## src/logic/mcal_pkg.sv

```systemverilog
`default_nettype none
package mcal_pkg;
  // ----------------------------------------------------------------
  // Line characters
  // ----------------------------------------------------------------
  localparam logic [7:0] CH_CR = 8'h0D;
  localparam logic [7:0] CH_LF = 8'h0A;
  localparam logic [7:0] CH_SP = 8'h20;
  localparam logic [7:0] CH_DOT = 8'h2E;
  localparam logic [7:0] CH_COLON = 8'h3A;
  localparam logic [7:0] CH_ZERO = 8'h30;
  localparam logic [7:0] CH_NINE = 8'h39;
  localparam logic [7:0] CH_LOW_A = 8'h61;
  localparam logic [7:0] CH_LOW_Z = 8'h7A;
  localparam logic [7:0] CH_CASE_BIT = 8'h20;

  // ----------------------------------------------------------------
  // Keywords, right aligned in a nine byte field
  // ----------------------------------------------------------------
  localparam int KW_BYTES = 9;
  localparam int KW_W = 72;
  localparam logic [71:0] KW_BEGIN = 72'h41_43_51_5F_53_54_41_52_54;
  localparam logic [71:0] KW_FINISH = 72'h00_00_41_43_51_5F_45_4E_44;
  localparam logic [71:0] KW_CLEAR = 72'h41_43_51_5F_52_45_53_45_54;
  localparam logic [71:0] KW_SETDATE = 72'h00_53_45_54_5F_44_41_54_45;
  localparam logic [71:0] KW_GETDATE = 72'h00_47_45_54_5F_44_41_54_45;
  localparam logic [3:0] LEN_BEGIN = 4'h9;
  localparam logic [3:0] LEN_FINISH = 4'h7;
  localparam logic [3:0] LEN_CLEAR = 4'h9;
  localparam logic [3:0] LEN_DATE = 4'h8;

  // ----------------------------------------------------------------
  // Date argument and replies
  // ----------------------------------------------------------------
  localparam logic [3:0] DATE_DIGITS = 4'hE;
  localparam int DIG_W = 56;
  localparam int RESP_W = 200;
  localparam logic [15:0] TXT_OK = 16'h4F_4B;
  localparam logic [47:0] TXT_ERR48 = 48'h45_52_52_2D_34_38;
  localparam logic [4:0] RLEN_OK = 5'h04;
  localparam logic [4:0] RLEN_ERR = 5'h08;
  localparam logic [4:0] RLEN_DATE = 5'h19;

  // ----------------------------------------------------------------
  // Calendar
  // ----------------------------------------------------------------
  localparam int CLK_FREQ_HZ = 50_000_000;
  localparam int RTC_PERIOD_S = 1;
  localparam int RTC_TICK_CYCLES = CLK_FREQ_HZ * RTC_PERIOD_S;
  localparam logic [11:0] YEAR_RST = 12'h7D0;
  localparam logic [3:0] MON_RST = 4'h1;
  localparam logic [4:0] DAY_RST = 5'h01;
  localparam logic [3:0] MON_FEB = 4'h2;
  localparam logic [3:0] MON_DEC = 4'hC;
  localparam logic [4:0] HOUR_MAX = 5'h17;
  localparam logic [5:0] MINSEC_MAX = 6'h3B;
  localparam logic [4:0] MONTH_DAYS [1:12] = '{5'h1F, 5'h1C, 5'h1F, 5'h1E, 5'h1F, 5'h1E,
                                              5'h1F, 5'h1F, 5'h1E, 5'h1F, 5'h1E, 5'h1F};

  // ----------------------------------------------------------------
  // Conversion results and limits
  // ----------------------------------------------------------------
  localparam int SAMPLE_BITS = 16;
  localparam int SAMPLE_RATE_HZ = 2000;
  localparam int IND_BITS = 32;
  localparam int RATED_BITS = 16;
  localparam int RANGE_TENTHS_MVV = 30;
  localparam int ZERO_TENTHS_MVV = 20;
  localparam int COUNTS_PER_TENTH_DEF = 1092;
  localparam int FULL_LIMIT = 9999;
  localparam int RATED_MAX_UMVV = 3000;

  typedef enum logic [1:0] {MCAL_CAL_NONE, MCAL_CAL_REAL, MCAL_CAL_EQUIV, MCAL_CAL_TEDS} mcal_cal_t;
endpackage : mcal_pkg
`default_nettype wire

```

## src/logic/mcal_core.sv

```systemverilog
// What this block does
// - Measurement commands act only on measurement screen
// - Start without argument begins measurement, replies OK
// - Start while running replies error 48
// - End without argument stops measurement, replies OK
// - End while idle replies error 48
// - Reset acts as screen reset, replies OK
// - Set-date loads calendar from dotted date, time
// - Get-date returns calendar line then OK
// - Positive sensor over-range above 3.0 mV/V
// - Negative sensor over-range past negative limit
// - Positive overflow when indicated value exceeds 9999
// - Negative overflow when indicated value underflows
// - Real-load calibration flags input above 3 mV/V
// - Zero step flags magnitude above 2 mV/V
// - Equivalent calibration refuses rated output above 3
// - TEDS calibration flags missing TEDS sensor
// - Over-range alarms use 16-bit results, overflow alarms 32-bit indicated values, 2000 per second
// - Keywords accepted in either letter case
// - ASCII lines ended by CR or LF
`timescale 1ns/10ps
`default_nettype none
module mcal_core #(
  parameter int TICK_CYCLES = mcal_pkg::RTC_TICK_CYCLES,
  parameter int COUNTS_PER_TENTH = mcal_pkg::COUNTS_PER_TENTH_DEF
) (
  // Clock and reset
  input wire logic clk_i,
  input wire logic rst_n_i,
  // Request bytes from the serial receiver
  input wire logic [7:0] rx_data_i,
  input wire logic rx_valid_i,
  output logic rx_ready_o,
  // Reply bytes to the serial transmitter
  output logic [7:0] tx_data_o,
  output logic tx_valid_o,
  input wire logic tx_ready_i,
  // Screen and measurement control
  input wire logic meas_screen_i,
  input wire logic screen_reset_i,
  output logic meas_active_o,
  output logic meas_clear_o,
  // Conversion results
  input wire logic [mcal_pkg::SAMPLE_BITS-1:0] sample_i,
  input wire logic sample_valid_i,
  input wire logic [mcal_pkg::IND_BITS-1:0] ind_value_i,
  input wire logic ind_valid_i,
  // Calibration
  input wire mcal_pkg::mcal_cal_t cal_mode_i,
  input wire logic cal_zero_step_i,
  input wire logic [mcal_pkg::RATED_BITS-1:0] rated_i,
  input wire logic rated_valid_i,
  input wire logic teds_present_i,
  // Alarms and calibration errors
  output logic over_pos_o,
  output logic over_neg_o,
  output logic full_pos_o,
  output logic full_neg_o,
  output logic err_range_o,
  output logic err_zero_o,
  output logic err_input_over_o,
  output logic err_teds_o,
  output logic rated_accept_o
);
  import mcal_pkg::*;

  // ----------------------------------------------------------------
  // State
  // ----------------------------------------------------------------
  localparam int TW = $clog2(TICK_CYCLES);
  localparam logic [TW-1:0] TICK_LAST = TW'(TICK_CYCLES - 1);
  localparam logic signed [31:0] RANGE_LIM = 32'(RANGE_TENTHS_MVV * COUNTS_PER_TENTH);
  localparam logic signed [31:0] ZERO_LIM = 32'(ZERO_TENTHS_MVV * COUNTS_PER_TENTH);
  localparam logic signed [31:0] FULL_LIM = 32'(FULL_LIMIT);
  localparam logic [RATED_BITS-1:0] RATED_LIM = RATED_BITS'(RATED_MAX_UMVV);

  typedef enum logic [1:0] {MCAL_RECV, MCAL_EXEC, MCAL_SEND} mcal_state_t;

  typedef struct packed {
    mcal_state_t state;
    logic [KW_W-1:0] kw;
    logic [3:0] kw_len;
    logic in_arg;
    logic arg_seen;
    logic bad_arg;
    logic [DIG_W-1:0] digits;
    logic [3:0] dig_cnt;
    logic [RESP_W-1:0] resp;
    logic [4:0] resp_len;
    logic [7:0] tx_data;
    logic tx_valid;
    logic rx_ready;
    logic active;
    logic clear;
    logic [11:0] year;
    logic [3:0] mon;
    logic [4:0] day;
    logic [4:0] hour;
    logic [5:0] min;
    logic [5:0] sec;
    logic [TW-1:0] tick;
    logic over_pos;
    logic over_neg;
    logic full_pos;
    logic full_neg;
    logic err_range;
    logic err_zero;
    logic err_over;
    logic err_teds;
    logic rated_ok;
    logic [1:0] teds_sync;
  } mcal_regs_t;

  localparam mcal_regs_t REGS_RST = '{state: MCAL_RECV, rx_ready: 1'b1, year: YEAR_RST, mon: MON_RST,
                                      day: DAY_RST, default: '0};

  mcal_regs_t st_q;
  mcal_regs_t st_d;

  // ----------------------------------------------------------------
  // Helpers
  // ----------------------------------------------------------------
  // case folding
  function automatic logic [7:0] upcase(input logic [7:0] c);
    upcase = (c >= CH_LOW_A && c <= CH_LOW_Z) ? (c & ~CH_CASE_BIT) : c;
  endfunction : upcase

  function automatic logic [3:0] dig(input logic [DIG_W-1:0] d, input int i);
    dig = d[DIG_W-1-4*i -: 4];
  endfunction : dig

  function automatic logic [15:0] asc2(input logic [6:0] v);
    asc2 = {8'(CH_ZERO + 8'(v / 7'd10)), 8'(CH_ZERO + 8'(v % 7'd10))};
  endfunction : asc2

  function automatic logic [4:0] days_in(input logic [3:0] m, input logic [11:0] y);
    days_in = MONTH_DAYS[m];
    if (m == MON_FEB && y[1:0] == 2'b00) begin
      days_in = 5'(MONTH_DAYS[m] + 5'h01);
    end
  endfunction : days_in

  // ----------------------------------------------------------------
  // Decode of the finished line
  // ----------------------------------------------------------------
  logic cmd_begin;
  logic cmd_finish;
  logic cmd_clear;
  logic cmd_set;
  logic cmd_get;
  logic [11:0] set_year;
  logic [3:0] set_mon;
  logic [4:0] set_day;
  logic [4:0] set_hour;
  logic [5:0] set_min;
  logic [5:0] set_sec;
  logic [7:0] rx_char;
  logic signed [31:0] smp;
  logic signed [31:0] smp_abs;
  logic signed [31:0] ind;

  assign cmd_begin = st_q.kw_len == LEN_BEGIN && st_q.kw == KW_BEGIN;
  assign cmd_finish = st_q.kw_len == LEN_FINISH && st_q.kw == KW_FINISH;
  assign cmd_clear = st_q.kw_len == LEN_CLEAR && st_q.kw == KW_CLEAR;
  assign cmd_set = st_q.kw_len == LEN_DATE && st_q.kw == KW_SETDATE;
  assign cmd_get = st_q.kw_len == LEN_DATE && st_q.kw == KW_GETDATE;
  // digits in order YYYY MM DD hh mm ss
  assign set_year = 12'(dig(st_q.digits, 0) * 1000 + dig(st_q.digits, 1) * 100 +
                        dig(st_q.digits, 2) * 10 + dig(st_q.digits, 3));
  assign set_mon = 4'(dig(st_q.digits, 4) * 10 + dig(st_q.digits, 5));
  assign set_day = 5'(dig(st_q.digits, 6) * 10 + dig(st_q.digits, 7));
  assign set_hour = 5'(dig(st_q.digits, 8) * 10 + dig(st_q.digits, 9));
  assign set_min = 6'(dig(st_q.digits, 10) * 10 + dig(st_q.digits, 11));
  assign set_sec = 6'(dig(st_q.digits, 12) * 10 + dig(st_q.digits, 13));
  assign rx_char = upcase(rx_data_i);
  assign smp = 32'(signed'(sample_i));
  assign smp_abs = (smp < 0) ? -smp : smp;
  assign ind = signed'(ind_value_i);

  // ----------------------------------------------------------------
  // Next state
  // ----------------------------------------------------------------
  // Replies are built whole before sending, so no request byte is taken while one drains
  always_comb begin
    st_d = st_q;
    st_d.clear = screen_reset_i;
    st_d.rated_ok = 1'b0;
    st_d.teds_sync = {st_q.teds_sync[0], teds_present_i};
    unique case (st_q.state)
      MCAL_RECV: begin
        if (rx_valid_i && st_q.rx_ready) begin
          // line end on either control character
          if (rx_char == CH_CR || rx_char == CH_LF) begin
            if (st_q.kw_len != 4'h0) begin
              st_d.state = MCAL_EXEC;
              st_d.rx_ready = 1'b0;
            end
          end else if (!st_q.in_arg) begin
            if (rx_char == CH_SP) begin
              st_d.in_arg = st_q.kw_len != 4'h0;
            end else if (st_q.kw_len < 4'(KW_BYTES)) begin
              st_d.kw = {st_q.kw[KW_W-9:0], rx_char};
              st_d.kw_len = st_q.kw_len + 4'h1;
            end else begin
              st_d.kw_len = 4'hF;
            end
          end else if (rx_char >= CH_ZERO && rx_char <= CH_NINE) begin
            st_d.arg_seen = 1'b1;
            if (st_q.dig_cnt < DATE_DIGITS) begin
              st_d.digits = {st_q.digits[DIG_W-5:0], rx_char[3:0]};
              st_d.dig_cnt = st_q.dig_cnt + 4'h1;
            end else begin
              st_d.bad_arg = 1'b1;
            end
          end else if (rx_char != CH_SP) begin
            st_d.arg_seen = 1'b1;
            st_d.bad_arg = st_q.bad_arg | (rx_char != CH_DOT && rx_char != CH_COLON);
          end
        end
      end
      MCAL_EXEC: begin
        st_d.state = MCAL_SEND;
        st_d.resp_len = 5'h00;
        // measurement commands need the measurement screen
        if (meas_screen_i && !st_q.arg_seen && (cmd_begin || cmd_finish || cmd_clear)) begin
          st_d.resp = {TXT_OK, CH_CR, CH_LF, 168'h0};
          st_d.resp_len = RLEN_OK;
          if (cmd_begin && st_q.active) begin
            st_d.resp = {TXT_ERR48, CH_CR, CH_LF, 136'h0};
            st_d.resp_len = RLEN_ERR;
          end else if (cmd_finish && !st_q.active) begin
            st_d.resp = {TXT_ERR48, CH_CR, CH_LF, 136'h0};
            st_d.resp_len = RLEN_ERR;
          end else if (cmd_begin) begin
            st_d.active = 1'b1;
          end else if (cmd_finish) begin
            st_d.active = 1'b0;
          end else begin
            st_d.clear = 1'b1;
          end
        end else if (cmd_set && st_q.dig_cnt == DATE_DIGITS && !st_q.bad_arg) begin
          st_d.year = set_year;
          st_d.mon = set_mon;
          st_d.day = set_day;
          st_d.hour = set_hour;
          st_d.min = set_min;
          st_d.sec = set_sec;
          st_d.tick = '0;
          st_d.resp = {TXT_OK, CH_CR, CH_LF, 168'h0};
          st_d.resp_len = RLEN_OK;
        end else if (cmd_get && !st_q.arg_seen) begin
          st_d.resp = {asc2(7'(st_q.year / 12'd100)), asc2(7'(st_q.year % 12'd100)), CH_DOT,
                       asc2(7'(st_q.mon)), CH_DOT, asc2(7'(st_q.day)), CH_SP,
                       asc2(7'(st_q.hour)), CH_COLON, asc2(7'(st_q.min)), CH_COLON,
                       asc2(7'(st_q.sec)), CH_CR, CH_LF, TXT_OK, CH_CR, CH_LF};
          st_d.resp_len = RLEN_DATE;
        end
        st_d.kw = '0;
        st_d.kw_len = 4'h0;
        st_d.in_arg = 1'b0;
        st_d.arg_seen = 1'b0;
        st_d.bad_arg = 1'b0;
        st_d.dig_cnt = 4'h0;
      end
      MCAL_SEND: begin
        // Byte stays put until the transmitter takes it
        if (!st_q.tx_valid || tx_ready_i) begin
          if (st_q.resp_len != 5'h00) begin
            st_d.tx_data = st_q.resp[RESP_W-1 -: 8];
            st_d.tx_valid = 1'b1;
            st_d.resp = {st_q.resp[RESP_W-9:0], 8'h00};
            st_d.resp_len = st_q.resp_len - 5'h01;
          end else begin
            st_d.tx_valid = 1'b0;
            st_d.state = MCAL_RECV;
            st_d.rx_ready = 1'b1;
          end
        end
      end
    endcase

    // Calendar; only a set-date that really loads overrides the fields, a refused one must not lose a tick
    if (!(st_q.state == MCAL_EXEC && cmd_set && st_q.dig_cnt == DATE_DIGITS && !st_q.bad_arg)) begin
      st_d.tick = (st_q.tick == TICK_LAST) ? '0 : TW'(st_q.tick + 1'b1);
      if (st_q.tick == TICK_LAST) begin
        st_d.sec = st_q.sec + 6'h01;
        if (st_q.sec >= MINSEC_MAX) begin
          st_d.sec = 6'h00;
          st_d.min = st_q.min + 6'h01;
          if (st_q.min >= MINSEC_MAX) begin
            st_d.min = 6'h00;
            st_d.hour = st_q.hour + 5'h01;
            if (st_q.hour >= HOUR_MAX) begin
              st_d.hour = 5'h00;
              st_d.day = st_q.day + 5'h01;
              if (st_q.day >= days_in(st_q.mon, st_q.year)) begin
                st_d.day = DAY_RST;
                st_d.mon = st_q.mon + 4'h1;
                if (st_q.mon >= MON_DEC) begin
                  st_d.mon = MON_RST;
                  st_d.year = st_q.year + 12'h001;
                end
              end
            end
          end
        end
      end
    end

    if (sample_valid_i) begin
      st_d.over_pos = smp > RANGE_LIM;
      st_d.over_neg = smp < -RANGE_LIM;
      st_d.err_range = cal_mode_i == MCAL_CAL_REAL && smp_abs > RANGE_LIM;
      st_d.err_zero = cal_mode_i == MCAL_CAL_REAL && cal_zero_step_i && smp_abs > ZERO_LIM;
    end
    if (cal_mode_i != MCAL_CAL_REAL) begin
      st_d.err_range = 1'b0;
      st_d.err_zero = 1'b0;
    end
    if (ind_valid_i) begin
      st_d.full_pos = ind > FULL_LIM;
      st_d.full_neg = ind < -FULL_LIM;
    end
    if (cal_mode_i != MCAL_CAL_EQUIV) begin
      st_d.err_over = 1'b0;
    end else if (rated_valid_i) begin
      st_d.err_over = rated_i > RATED_LIM;
      st_d.rated_ok = rated_i <= RATED_LIM;
    end
    st_d.err_teds = cal_mode_i == MCAL_CAL_TEDS && !st_q.teds_sync[1];
  end

  // State register
  always_ff @(posedge clk_i or negedge rst_n_i) begin
    if (!rst_n_i) begin
      st_q <= REGS_RST;
    end else begin
      st_q <= st_d;
    end
  end

  // Outputs straight from the state register
  assign rx_ready_o = st_q.rx_ready;
  assign tx_data_o = st_q.tx_data;
  assign tx_valid_o = st_q.tx_valid;
  assign meas_active_o = st_q.active;
  assign meas_clear_o = st_q.clear;
  assign over_pos_o = st_q.over_pos;
  assign over_neg_o = st_q.over_neg;
  assign full_pos_o = st_q.full_pos;
  assign full_neg_o = st_q.full_neg;
  assign err_range_o = st_q.err_range;
  assign err_zero_o = st_q.err_zero;
  assign err_input_over_o = st_q.err_over;
  assign err_teds_o = st_q.err_teds;
  assign rated_accept_o = st_q.rated_ok;

  logic exec_meas;
  assign exec_meas = st_q.state == MCAL_EXEC && !st_q.arg_seen;
endmodule : mcal_core
`default_nettype wire

```

## config.mk

```make
export PLATFORM = sky130hd
export DESIGN_NAME = mcal_core
export DESIGN_NICKNAME = d
export VERILOG_FILES = /design/src/logic/mcal_pkg.sv /design/src/logic/mcal_core.sv
export SDC_FILE = /design/constraint.sdc
export NUM_CORES = 1
export LEC_CHECK = 0
export ABC_AREA = 1
export BUFFER_PORTS_ARGS = -buffer_cell sky130_fd_sc_hd__buf_4
export CAP_MARGIN = 20
export CORE_AREA = 10 10 235 237
export DETAILED_ROUTE_END_ITERATION = 16
export DIE_AREA = 0 0 245 247
export GPL_ROUTABILITY_DRIVEN = 0
export MAX_ROUTING_LAYER = met4
export PLACE_DENSITY = 0.73
export REMOVE_ABC_BUFFERS = 1
export SKIP_LAST_GASP = 1
export SYNTH_ARGS = -nofsm -noshare
export SYNTH_HDL_FRONTEND = slang
export SYNTH_SLANG_ARGS = --single-unit
export TNS_END_PERCENT = 1
```

## constraint.sdc

```tcl
create_clock -name clk_i -period 5.4 [get_ports clk_i]
set_input_delay 0.54 -clock clk_i [delete_from_list [all_inputs] [get_ports clk_i]]
set_output_delay 0.54 -clock clk_i [all_outputs]
set_load 0.05 [all_outputs]
```

# ---- Word level (Yosys, flattened, before mapping)
# Memories as Yosys holds them, arrays and structs flattened.
# Index checks and enable logic that the tools add are counted.
dict set report word_totals {
  memories 1
  output_inout_bits 21
  ff_bits 433
  mem_bits_ro 80
}
dict set report op_classes {
  n_reduce_logical 58
  bitwise 5
  n_lt_le_gt_ge 21
  addsub 34
  multipliers 8
  eq_ne 42
  div_mod_pow 16
  mux 68
}
# name words word_bits rd rd_clocked_by_memory_dff write_ports line
set memory_table {}
lappend memory_table {{(no name shown)} 16 5 1 0 0 mcal_core.sv:139} ;# days_in = 5'(MONTH_DAYS[m] + 5'h01);
# cell count
set ops {}
lappend ops {{$mux W205} 3}
lappend ops {{$pmux W205 S2} 1}
lappend ops {{$mux W201} 2}
lappend ops {{$mux W215} 1}
lappend ops {{$mux W213} 1}
lappend ops {{$mux W64} 3}
lappend ops {{$pmux W79 S2} 1}
lappend ops {{$eq A72 B63 Y1 const B} 2}
lappend ops {{$eq A72 B71 Y1 const B} 2}
lappend ops {{$mux W141} 1}
lappend ops {{$mux W139} 1}
lappend ops {{$mux W60} 2}
lappend ops {{$add A6 B8 Y8 const A} 14}
lappend ops {{$mux W77} 1}
lappend ops {{$mux W38} 2}
lappend ops {{$mux W76} 1}
lappend ops {{$eq A72 B55 Y1 const B} 1}
lappend ops {{$mux W72} 1}
lappend ops {{$mux W65} 1}
lappend ops {{$gt A32 B16 Y1 const B} 2}
lappend ops {{$mux W32} 2}
lappend ops {{$mux W62} 1}
lappend ops {{$mux W26} 2}
lappend ops {{$mux W5} 8}
lappend ops {{82 further kinds} 196}

# ---- Logic depth before layout (Yosys ltp)
# Gate-level depths: netlist (run 1).
dict set report depth {
  word_depth 18
  mapped_depth 54
  ltp_nobuf 54
}

# ---- Worst setup path before layout (run 1)
# Ideal clock, no wire load.
dict set report synth_timing {
  kind {reg-to-reg}
  start {register st_q[73] (netlist name)}
  end {register st_q[265] (netlist name)}
  arrival_ns 4.655
  setup_time_ns 0.077
  required_time_ns 5.323
  path_buffers 1
  synth_period_minus_slack_ns 4.733
  stages_incl_launch_ff 47
  slack_ns 0.667
  path_cell_list {dfstp_2 nand2_1 clkinv_2 nand3_2 nand2_1 nand3_1 nand3_1 nand2_2 nor2_2 nand3_1 nand2_1 nand2_1 nand2_1 nor2_4 nand2_4 nand2_8 nand2_2 nand4_2 [11 not listed] nand2_1 inv_2 nand2_1 nand2_1 nand2_1 inv_2 nand2_2 nand2_2 nand2_2 nand3_1 nand2_2 nand2_2 nor2_4 inv_1 ha_1 o22ai_1 nor2_1 a21oi_1}
}
dict set report synth_via {
  elab_chain_cells 7
}
# element line
set synth_rtl {}
lappend synth_rtl {{start: declaration} mcal_core.sv:117} ;# mcal_regs_t st_q;
lappend synth_rtl {{start signal: assignment} mcal_core.sv:338} ;# st_q <= st_d;
lappend synth_rtl {{$mod A12 B7 Y12} mcal_core.sv:252} ;# st_d.resp = {asc2(7'(st_q.year / 12'd100)), asc2(7'(st_q.year % 12'd100)), CH_DOT,
lappend synth_rtl {{$mod A7 B4 Y8} mcal_core.sv:133} ;# asc2 = {8'(CH_ZERO + 8'(v / 7'd10)), 8'(CH_ZERO + 8'(v % 7'd10))};
lappend synth_rtl {{$add A6 B8 Y8} mcal_core.sv:133}
lappend synth_rtl {{$mux W205} mcal_core.sv:251} ;# end else if (cmd_get && !st_q.arg_seen) begin
lappend synth_rtl {{$mux W205} mcal_core.sv:241} ;# end else if (cmd_set && st_q.dig_cnt == DATE_DIGITS && !st_q.bad_arg) begin
lappend synth_rtl {{$mux W205} mcal_core.sv:225} ;# if (meas_screen_i && !st_q.arg_seen && (cmd_begin || cmd_finish || cmd_clear)) begin
lappend synth_rtl {{$pmux W205 S2} mcal_core.sv:189} ;# unique case (st_q.state)
# No other way between the ends. The select of a mux whose other input is x is not followed.
# A chain may end at the register's enable or synchronous reset.

# ---- Final worst setup path (run 1)
dict set report layout_timing {
  start {register st_q[72] (netlist name)}
  end {register st_q[265] (netlist name)}
}
# Same word-level chain as after synthesis.

==> key figures, run 1 <==
Final layout
  • Largest register FFs: between 300 and 400
  • Total Nets Final: about 3500
  • Non-filler cells in the finished layout: 3995
  • Layout filler cell count: 4643
  • Finished Core Util: 0.565
  • Largest Register: st_q
  • Register Area: 0.0104 mm2
  • P&R area growth vs syn: 14.3%
  • Share of cells above drive strength 1: 0.119
  • Antenna diodes: 0
  • Multi-input logic area: around 0.013 mm2

Yosys
  • Synthesis warning total: 0
  • Mapped Area: approximately 0.025 mm2
  • Register area share after synthesis: 0.414
  • Post-synth top area share: 0.404
  • Synth async-reset ratio: 1.00
  • Prevailing post-synth register cell: dfrtp_1
  • Synth cell count leaders: nand2_1 (562), inv_1 (489), dfrtp_1 (405)
  • Avg Inst Size Synth: between 7 and 8 um2
  • Synth cell types: 69
  • FF+latch count, synth: around 410
  • Count leader, synth: nand2_1
  • Post-synth EDFFs: 0
  • Area leader, netlist: dfrtp_1
  • Cells after Synth: roughly 3200
  • Ranking of synthesized cells by area: dfrtp_1 (40%), nand2_1 (8.4%), inv_1 (7.3%), ha_1 (6.4%), o21ai_0 (5.7%)

Critical path
  • Most used cell, CP: nand2_4
  • Critical path's largest stage delay: around 0.55 ns
  • Worst Path Max Fanout: 8
  • Crit path launch type: flop
  • Required @ worst endpoint: between 5 and 6 ns
  • CP max-delay cell: dfstp_2
  • Crit end category: flop
  • Critical path type: reg -> reg
  • WP data arrival: 5.82 ns

STA
  • Final Hold Vio Count: 0
  • Slew Limit Fails: 0
  • Fin crit period: between 5 and 6 ns
  • Slew of the pin with the lowest slew margin: ~1.0 ns
  • Crit share post-route: 0.984
  • Fin Clk Skew: ~0.035 ns
  • Max-Slew Margin vs Limit: 0.319
  • Fmax: approximately 190 MHz
  • RSZ-0062 raised after global routing: true
  • Setup violators final: 0

Route
  • 1st-pass router iterations: 6
  • Vias: around 21000
  • Post-DR wirelength/cell: around 15 um
  • Drt drc: 0
  • Routed wire length: between 60000 and 70000 um
  • Initial DRC count: 1666
  • Post-route ant nets: 0
  • Vias per cell: 5.38

Floorplanning
  • Die Width: 245 um
  • I/O pins: 106
  • CORE AREA: around 0.05 mm2
  • Die ar.: between 0.06 and 0.07 mm2
  • Die height: 247 um
  • Initial Util: 0.494
  • Row count: between 80 and 90

CTS
  • Worst-skew pair later-pin latency: 0.60 ns
  • CTS tree: yes
  • CTS root buf: clkbuf_16
  • CTS Buffer Depth: 3
  • Clk pin slew, worst setup/hold paths: 0.06 ns
  • TritonCTS Sinks: 414
  • H-tree levels: 2
  • Cts bufs inserted: 46

Power and ir drop
  • Pleak: between 0.01 and 0.015 uW
  • Power Density: 339 mW/mm2
  • VDD IR-drop max: slightly below 0.3 mV

Global route
  • Initial antenna violation count: 0
  • Gr ovfl total: 0
  • GRT Overall Usage: 0.200
  • Pin count of the biggest net entering global routing: 124
  • Vias in the first global route: a little over 20000
  • First-pass GRT wire length: approximately 100000 um

Placement
  • IO buf count: 105
  • Placed insts: about 3900
  • Detailed placement HPWL: about 42000 um

Run
  • Max cap viols: 0

Status
  • Status: completed

Worst hold path
  • Hold Path Class: in -> reg
## stage by stage
step / setup WS (ns) / total power (uW) / instance area (um2) / TNS (ns) / hold slack (ns)
6_report: 0.0875 / 9710 / 28600 / 0 / 0.0576
5_1_grt: -0.216 / 10300 / 28600 / -0.456 / 0.0397
4_1_cts: 0.0287 / 9770 / 27900 / 0 / 0.0338
3_5_place_dp: 0.0427 / 6610 / 26500 / 0 / 0.364
3_3_place_gp: 0.254 / 6550 / 26500 / 0 / 0.352
2_1_floorplan: -1.78 / 5740 / 24600 / -222.86 / 0.244
## final timing paths
kind / startpoint / cells past startpoint / slack [ns] / endpoint
setup / recovery: st_q[72] / 49 / 0.09 / st_q[265]
hold / removal: teds_present_i / 1 / 0.06 / st_d[1]
setup reg to reg: st_q[72] / 49 / 0.09 / st_q[265]
hold reg to reg: st_d[1] / 0 / 0.38 / st_q[1]
max in group asynchronous: rst_n_i / 3 / 3.53 / st_q[40]
min in group asynchronous: rst_n_i / 2 / 0.57 / st_q[95]
## cells by family (layout without fill, tap and decap cells)
| family | after synthesis | after routing | synth area share |
|---|---|---|---|
| AO/OA/AOI/OAI | 671 | 671 | 0.155 |
| multiplexers | 7 | 7 | 0.00310 |
| flip-flops | 414 | 414 | 0.414 |
| XOR/XNOR | 89 | 89 | 0.0314 |
| buffers and inverters | 624 | 759 | 0.0961 |
| AND/OR/NAND/NOR | 1224 | 1225 | 0.220 |
| adder cells (fa/ha/maj) | 150 | 150 | 0.0812 |
## layer usage
| metal | share of wire | up-vias | wire, um | track usage |
|---|---|---|---|---|
| li1 | - | 10716 | - | - |
| met1 | 0.46 | 10202 | 27700 | 0.261 |
| met2 | 0.48 | 453 | 28900 | 0.323 |
| met3 | 0.040 | 107 | 2420 | 0.0245 |
| met4 | 0.024 | 0 | 1430 | 0.0586 |
| met5 | 0 | - | 0 | - |
## area by class of cell
cell class	instances	share of cell area
sequential	414	0.362
inverter	512	0.0676
timing repair buffer	166	0.0449
clock inverter	12	0.00590
clock buffer	69	0.0461
tap	680	0.0297
multi-input combinational	2142	0.444
## placed cells by master, fill, tap and decap left out, types with 33 or more instances in the layout
cell type / n
o22ai_1: 33
o221ai_1: 36
buf_4: 161
nor4_1: 39
xor2_1: 62
nand4_1: 52
nand2_4: 41
inv_1: 483
clkbuf_16: 47
ha_1: 129
o21ai_0: 280
a21oi_1: 189
nor3_1: 57
nand2_1: 535
nor2_1: 265
nand3_1: 155
dfrtp_1: 404
## timing repair
item                                    in CTS  in global routing
buffers inserted                             0                 38
hold endpoints to repair                    77                  0
hold buffers                                 1                  0
endpoints found under the setup margin       0                  9
resized for setup                            0                 95
## worst max-delay path, delay by kind of cell (launching register included)
family	cells	cell delay, ns
AND/OR/NAND/NOR	39	3.50
flip-flops	1	0.55
buffers and inverters	6	0.52
AO/OA/AOI/OAI	3	0.34
adder cells (fa/ha/maj)	1	0.28
## power by group
group,internal [uW],switching [uW],total [uW]
Combinational,751,1820,2580
Sequential,3680,328,4010
Clock,1830,1300,3130
Total,6260,3450,9710
(Power assumes the default switching activity.)
==> inputs of run 2 (changes only) <==
Settings changed: CELL_PAD_IN_SITES_DETAIL_PLACEMENT from default to 0, CELL_PAD_IN_SITES_GLOBAL_PLACEMENT from default to 1, CORE_AREA 10 10 235 237 to 10 10 242 244, DIE_AREA 0 0 245 247 to 0 0 252 254, PLACE_DENSITY 0.73 to 0.86.
==> run 2 against run 1 <==
Against the previous run:
- sequential power hardly changed
- final cell count hardly changed
- hold slack better by 0.0036 ns
- worst setup slack worse by 0.015 ns
- wire length is 2.9% higher
- sequential share of layout area is 0.36 points higher
- combinational power hardly changed
- design area is 1.0% lower
- die area is 5.8% higher
- critical endpoint unchanged
==> key figures, run 2 (synthesized netlist as in run 1, its figures left out) <==
Status
  • Status: completed (unchanged)

Floorplanning
  • CORE AREA: 0.0536 mm2 (was 0.0507 mm2)
  • I/O pins: 106 (unchanged)
  • Die Width: 252 um (was 245 um)
  • Row count: 85 (was 83)
  • Die height: 254 um (was 247 um)
  • Initial Util: 0.468 (was 0.494)
  • Die ar.: 0.0640 mm2 (was 0.0605 mm2)

Route
  • Top Layer Used: met4 (unchanged)
  • 1st-pass router iterations: 5 (was 6)
  • Drt drc: 0 (unchanged)
  • Metal-1 WL: 28700 um (was 27700 um)
  • Vias per cell: 5.39 (was 5.38)
  • Post-DR wirelength/cell: 15.6 um (was 15.1 um)
  • Vias: 21535 (was 21478)
  • WL met3: 2630 um (was 2420 um)
  • Initial DRC count: 1579 (was 1666)
  • Routed wire length: 62200 um (was 60500 um)
  • Met2 routed WL: 29500 um (was 28900 um)
  • Post-route ant nets: 0 (unchanged)

Final layout
  • Layout filler cell count: 5008 (was 4643)
  • Commonest non-fill, non-tap cells in the layout: nand2_1 (549), inv_1 (487), dfrtp_1 (405), o21ai_0 (284), nor2_1 (265) (was nand2_1 (535), inv_1 (483), dfrtp_1 (404), o21ai_0 (280), nor2_1 (265))
  • Leading cell type in the layout, fill and taps excluded: nand2_1 (unchanged)
  • Non-filler cells in the finished layout: 3994 (was 3995)
  • Largest Register: st_q (unchanged)
  • Total Nets Final: 3496 (was 3517)
  • P&R area growth vs syn: 13.1% (was 14.3%)
  • Share of cells above drive strength 1: 0.110 (was 0.119)
  • Largest register FFs: 392 (unchanged)
  • Finished Core Util: 0.529 (was 0.565)
  • Antenna diodes: 0 (unchanged)

Global route
  • First-pass GRT wire length: 104000 um (was 99600 um)
  • Initial antenna violation count: 0 (unchanged)
  • GRT Overall Usage: 0.199 (was 0.200)
  • Pin count of the biggest net entering global routing: 181 (was 124)
  • Gr ovfl total: 0 (unchanged)
  • Vias in the first global route: 21054 (was 20258)

CTS
  • TritonCTS Sinks: 414 (unchanged)
  • CTS Buffer Depth: 3 (unchanged)
  • CTS tree: yes (unchanged)
  • Worst-skew pair later-pin latency: 0.60 ns (about the same)
  • CTS root buf: clkbuf_16 (unchanged)
  • Clk pin slew, worst setup/hold paths: 0.06 ns (about the same)
  • Cts bufs inserted: 46 (unchanged)
  • H-tree levels: 2 (unchanged)

Placement
  • Detailed placement HPWL: 43700 um (was 41700 um)
  • Setup WS pre-CTS: -0.0121 ns (was 0.0427 ns)
  • Placed insts: 3887 (was 3874)
  • IO buf count: 105 (unchanged)

STA
  • Setup ws final: 0.0726 ns (was 0.0875 ns)
  • Fin Clk Skew: 0.0204 ns (was 0.0351 ns)
  • Crit share post-route: 0.987 (was 0.984)
  • Fmax: 188 MHz (about the same)
  • Slew of the pin with the lowest slew margin: 1.05 ns (was 1.02 ns)
  • Final Hold Vio Count: 0 (unchanged)
  • Fin crit period: 5.33 ns (was 5.31 ns)
  • Setup violators final: 0 (unchanged)
  • RSZ-0062 raised after global routing: true (unchanged)
  • Slew Limit Fails: 0 (unchanged)
  • Max-Slew Margin vs Limit: 0.297 (was 0.319)

Power and ir drop
  • Power Density: 346 mW/mm2 (was 339 mW/mm2)
  • VDD IR-drop max: 0.309 mV (was 0.292 mV)
  • Pleak: 0.0137 uW (was 0.0138 uW)
  • Design Power: 9820 uW (was 9710 uW)

Critical path
  • Worst Path Max Fanout: 8 (unchanged)
  • R2R depth: 46 (was 49)
  • Worst Setup SP: st_q[72] (unchanged)
  • CP max-delay cell: dfstp_2 (unchanged)
  • Crit path launch type: flop (unchanged)
  • Crit end category: flop (unchanged)
  • Critical path type: reg -> reg (unchanged)
  • R2R Setup Slk: 0.07 ns (was 0.09 ns)
  • Required @ worst endpoint: 5.90 ns (was 5.91 ns)
  • R2r endpoint: st_q[265] (unchanged)
  • Critical path's largest stage delay: 0.55 ns (about the same)
  • Worst reg2reg path startpoint: st_q[72] (unchanged)
  • WP data arrival: 5.83 ns (was 5.82 ns)

Worst hold path
  • Hold_sp: teds_present_i (unchanged)
  • Hold depth: 1 (unchanged)
  • Hold EP: st_d[1] (unchanged)
  • Hold Path Class: in -> reg (unchanged)

Run
  • Max cap viols: 0 (unchanged)
## run 2: cell count changes in the layout (fill, tap and decap cells not counted), moves of 4 or more
cell        delta
clkbuf_1      -10
inv_1          +4
nand2_1       +14
clkinv_2       +6
buf_4         -21
nand2_4       -18
nand2_2        +5
clkinvlp_4     +5
nand3_4        -5
o21ai_0        +4
## run 2: metal layers
layer,up-vias,GRT usage
met1,10304,0.256
li1,10662,-
met5,-,-
met4,0,0.0597
met3,108,0.0255
met2,461,0.323
## run 2: through the flow
stage	area (um2)	hold WS (ns)	setup TNS [ns]
global route	28400	0.0378	-0.832
global placement	26400	0.339	0
detailed placement	26400	0.337	-0.0121
finish	28400	0.0611	0
floorplan	24600	0.244	-222.86
CTS	28000	0.0310	0
## run 2: worst max-delay path: cells and delay by family, from the launching register on
family | cells | cell delay [ns]
flops | 1 | 0.55
buf+inv | 7 | 0.55
fa+ha+maj | 1 | 0.29
compound gates | 4 | 0.50
simple gates | 34 | 3.38
## run 2: what timing repair did
action,CTS,global route
hold buffers,1,0
endpoints found under the setup margin,1,9
pin swaps,0,21
setup buffers,0,19
cloned,0,1
gates resized for setup,1,34
hold endpoints to repair,9,0
## run 2: report_power, final
part           internal [uW]  switching [uW]
sequential              3680             322
clock                   1880            1340
combinational            758            1850
total                   6310            3510
## run 2: final cells by class
type,instances,area (um2),share of cell area
Timing Repair Buffer,145,1140,0.0403
Sequential cell,414,10400,0.366
Tap cell,696,871,0.0307
Multi-Input combinational cell,2142,12500,0.440
Clock inverter,23,233,0.00821
Clock buffer,62,1320,0.0466
Inverter,512,1930,0.0681
## run 2: worst max path at each step
stage           endpoint  slack (ns)  depth (start not counted)
2_1_floorplan  st_q[287]       -1.78                         14
3_3_place_gp   st_q[265]        0.30                         49
3_5_place_dp   st_q[265]       -0.01                         47
4_1_cts        st_q[265]       0.004                         45
5_1_grt        st_q[265]       -0.36                         46
6_report       st_q[265]        0.07                         46
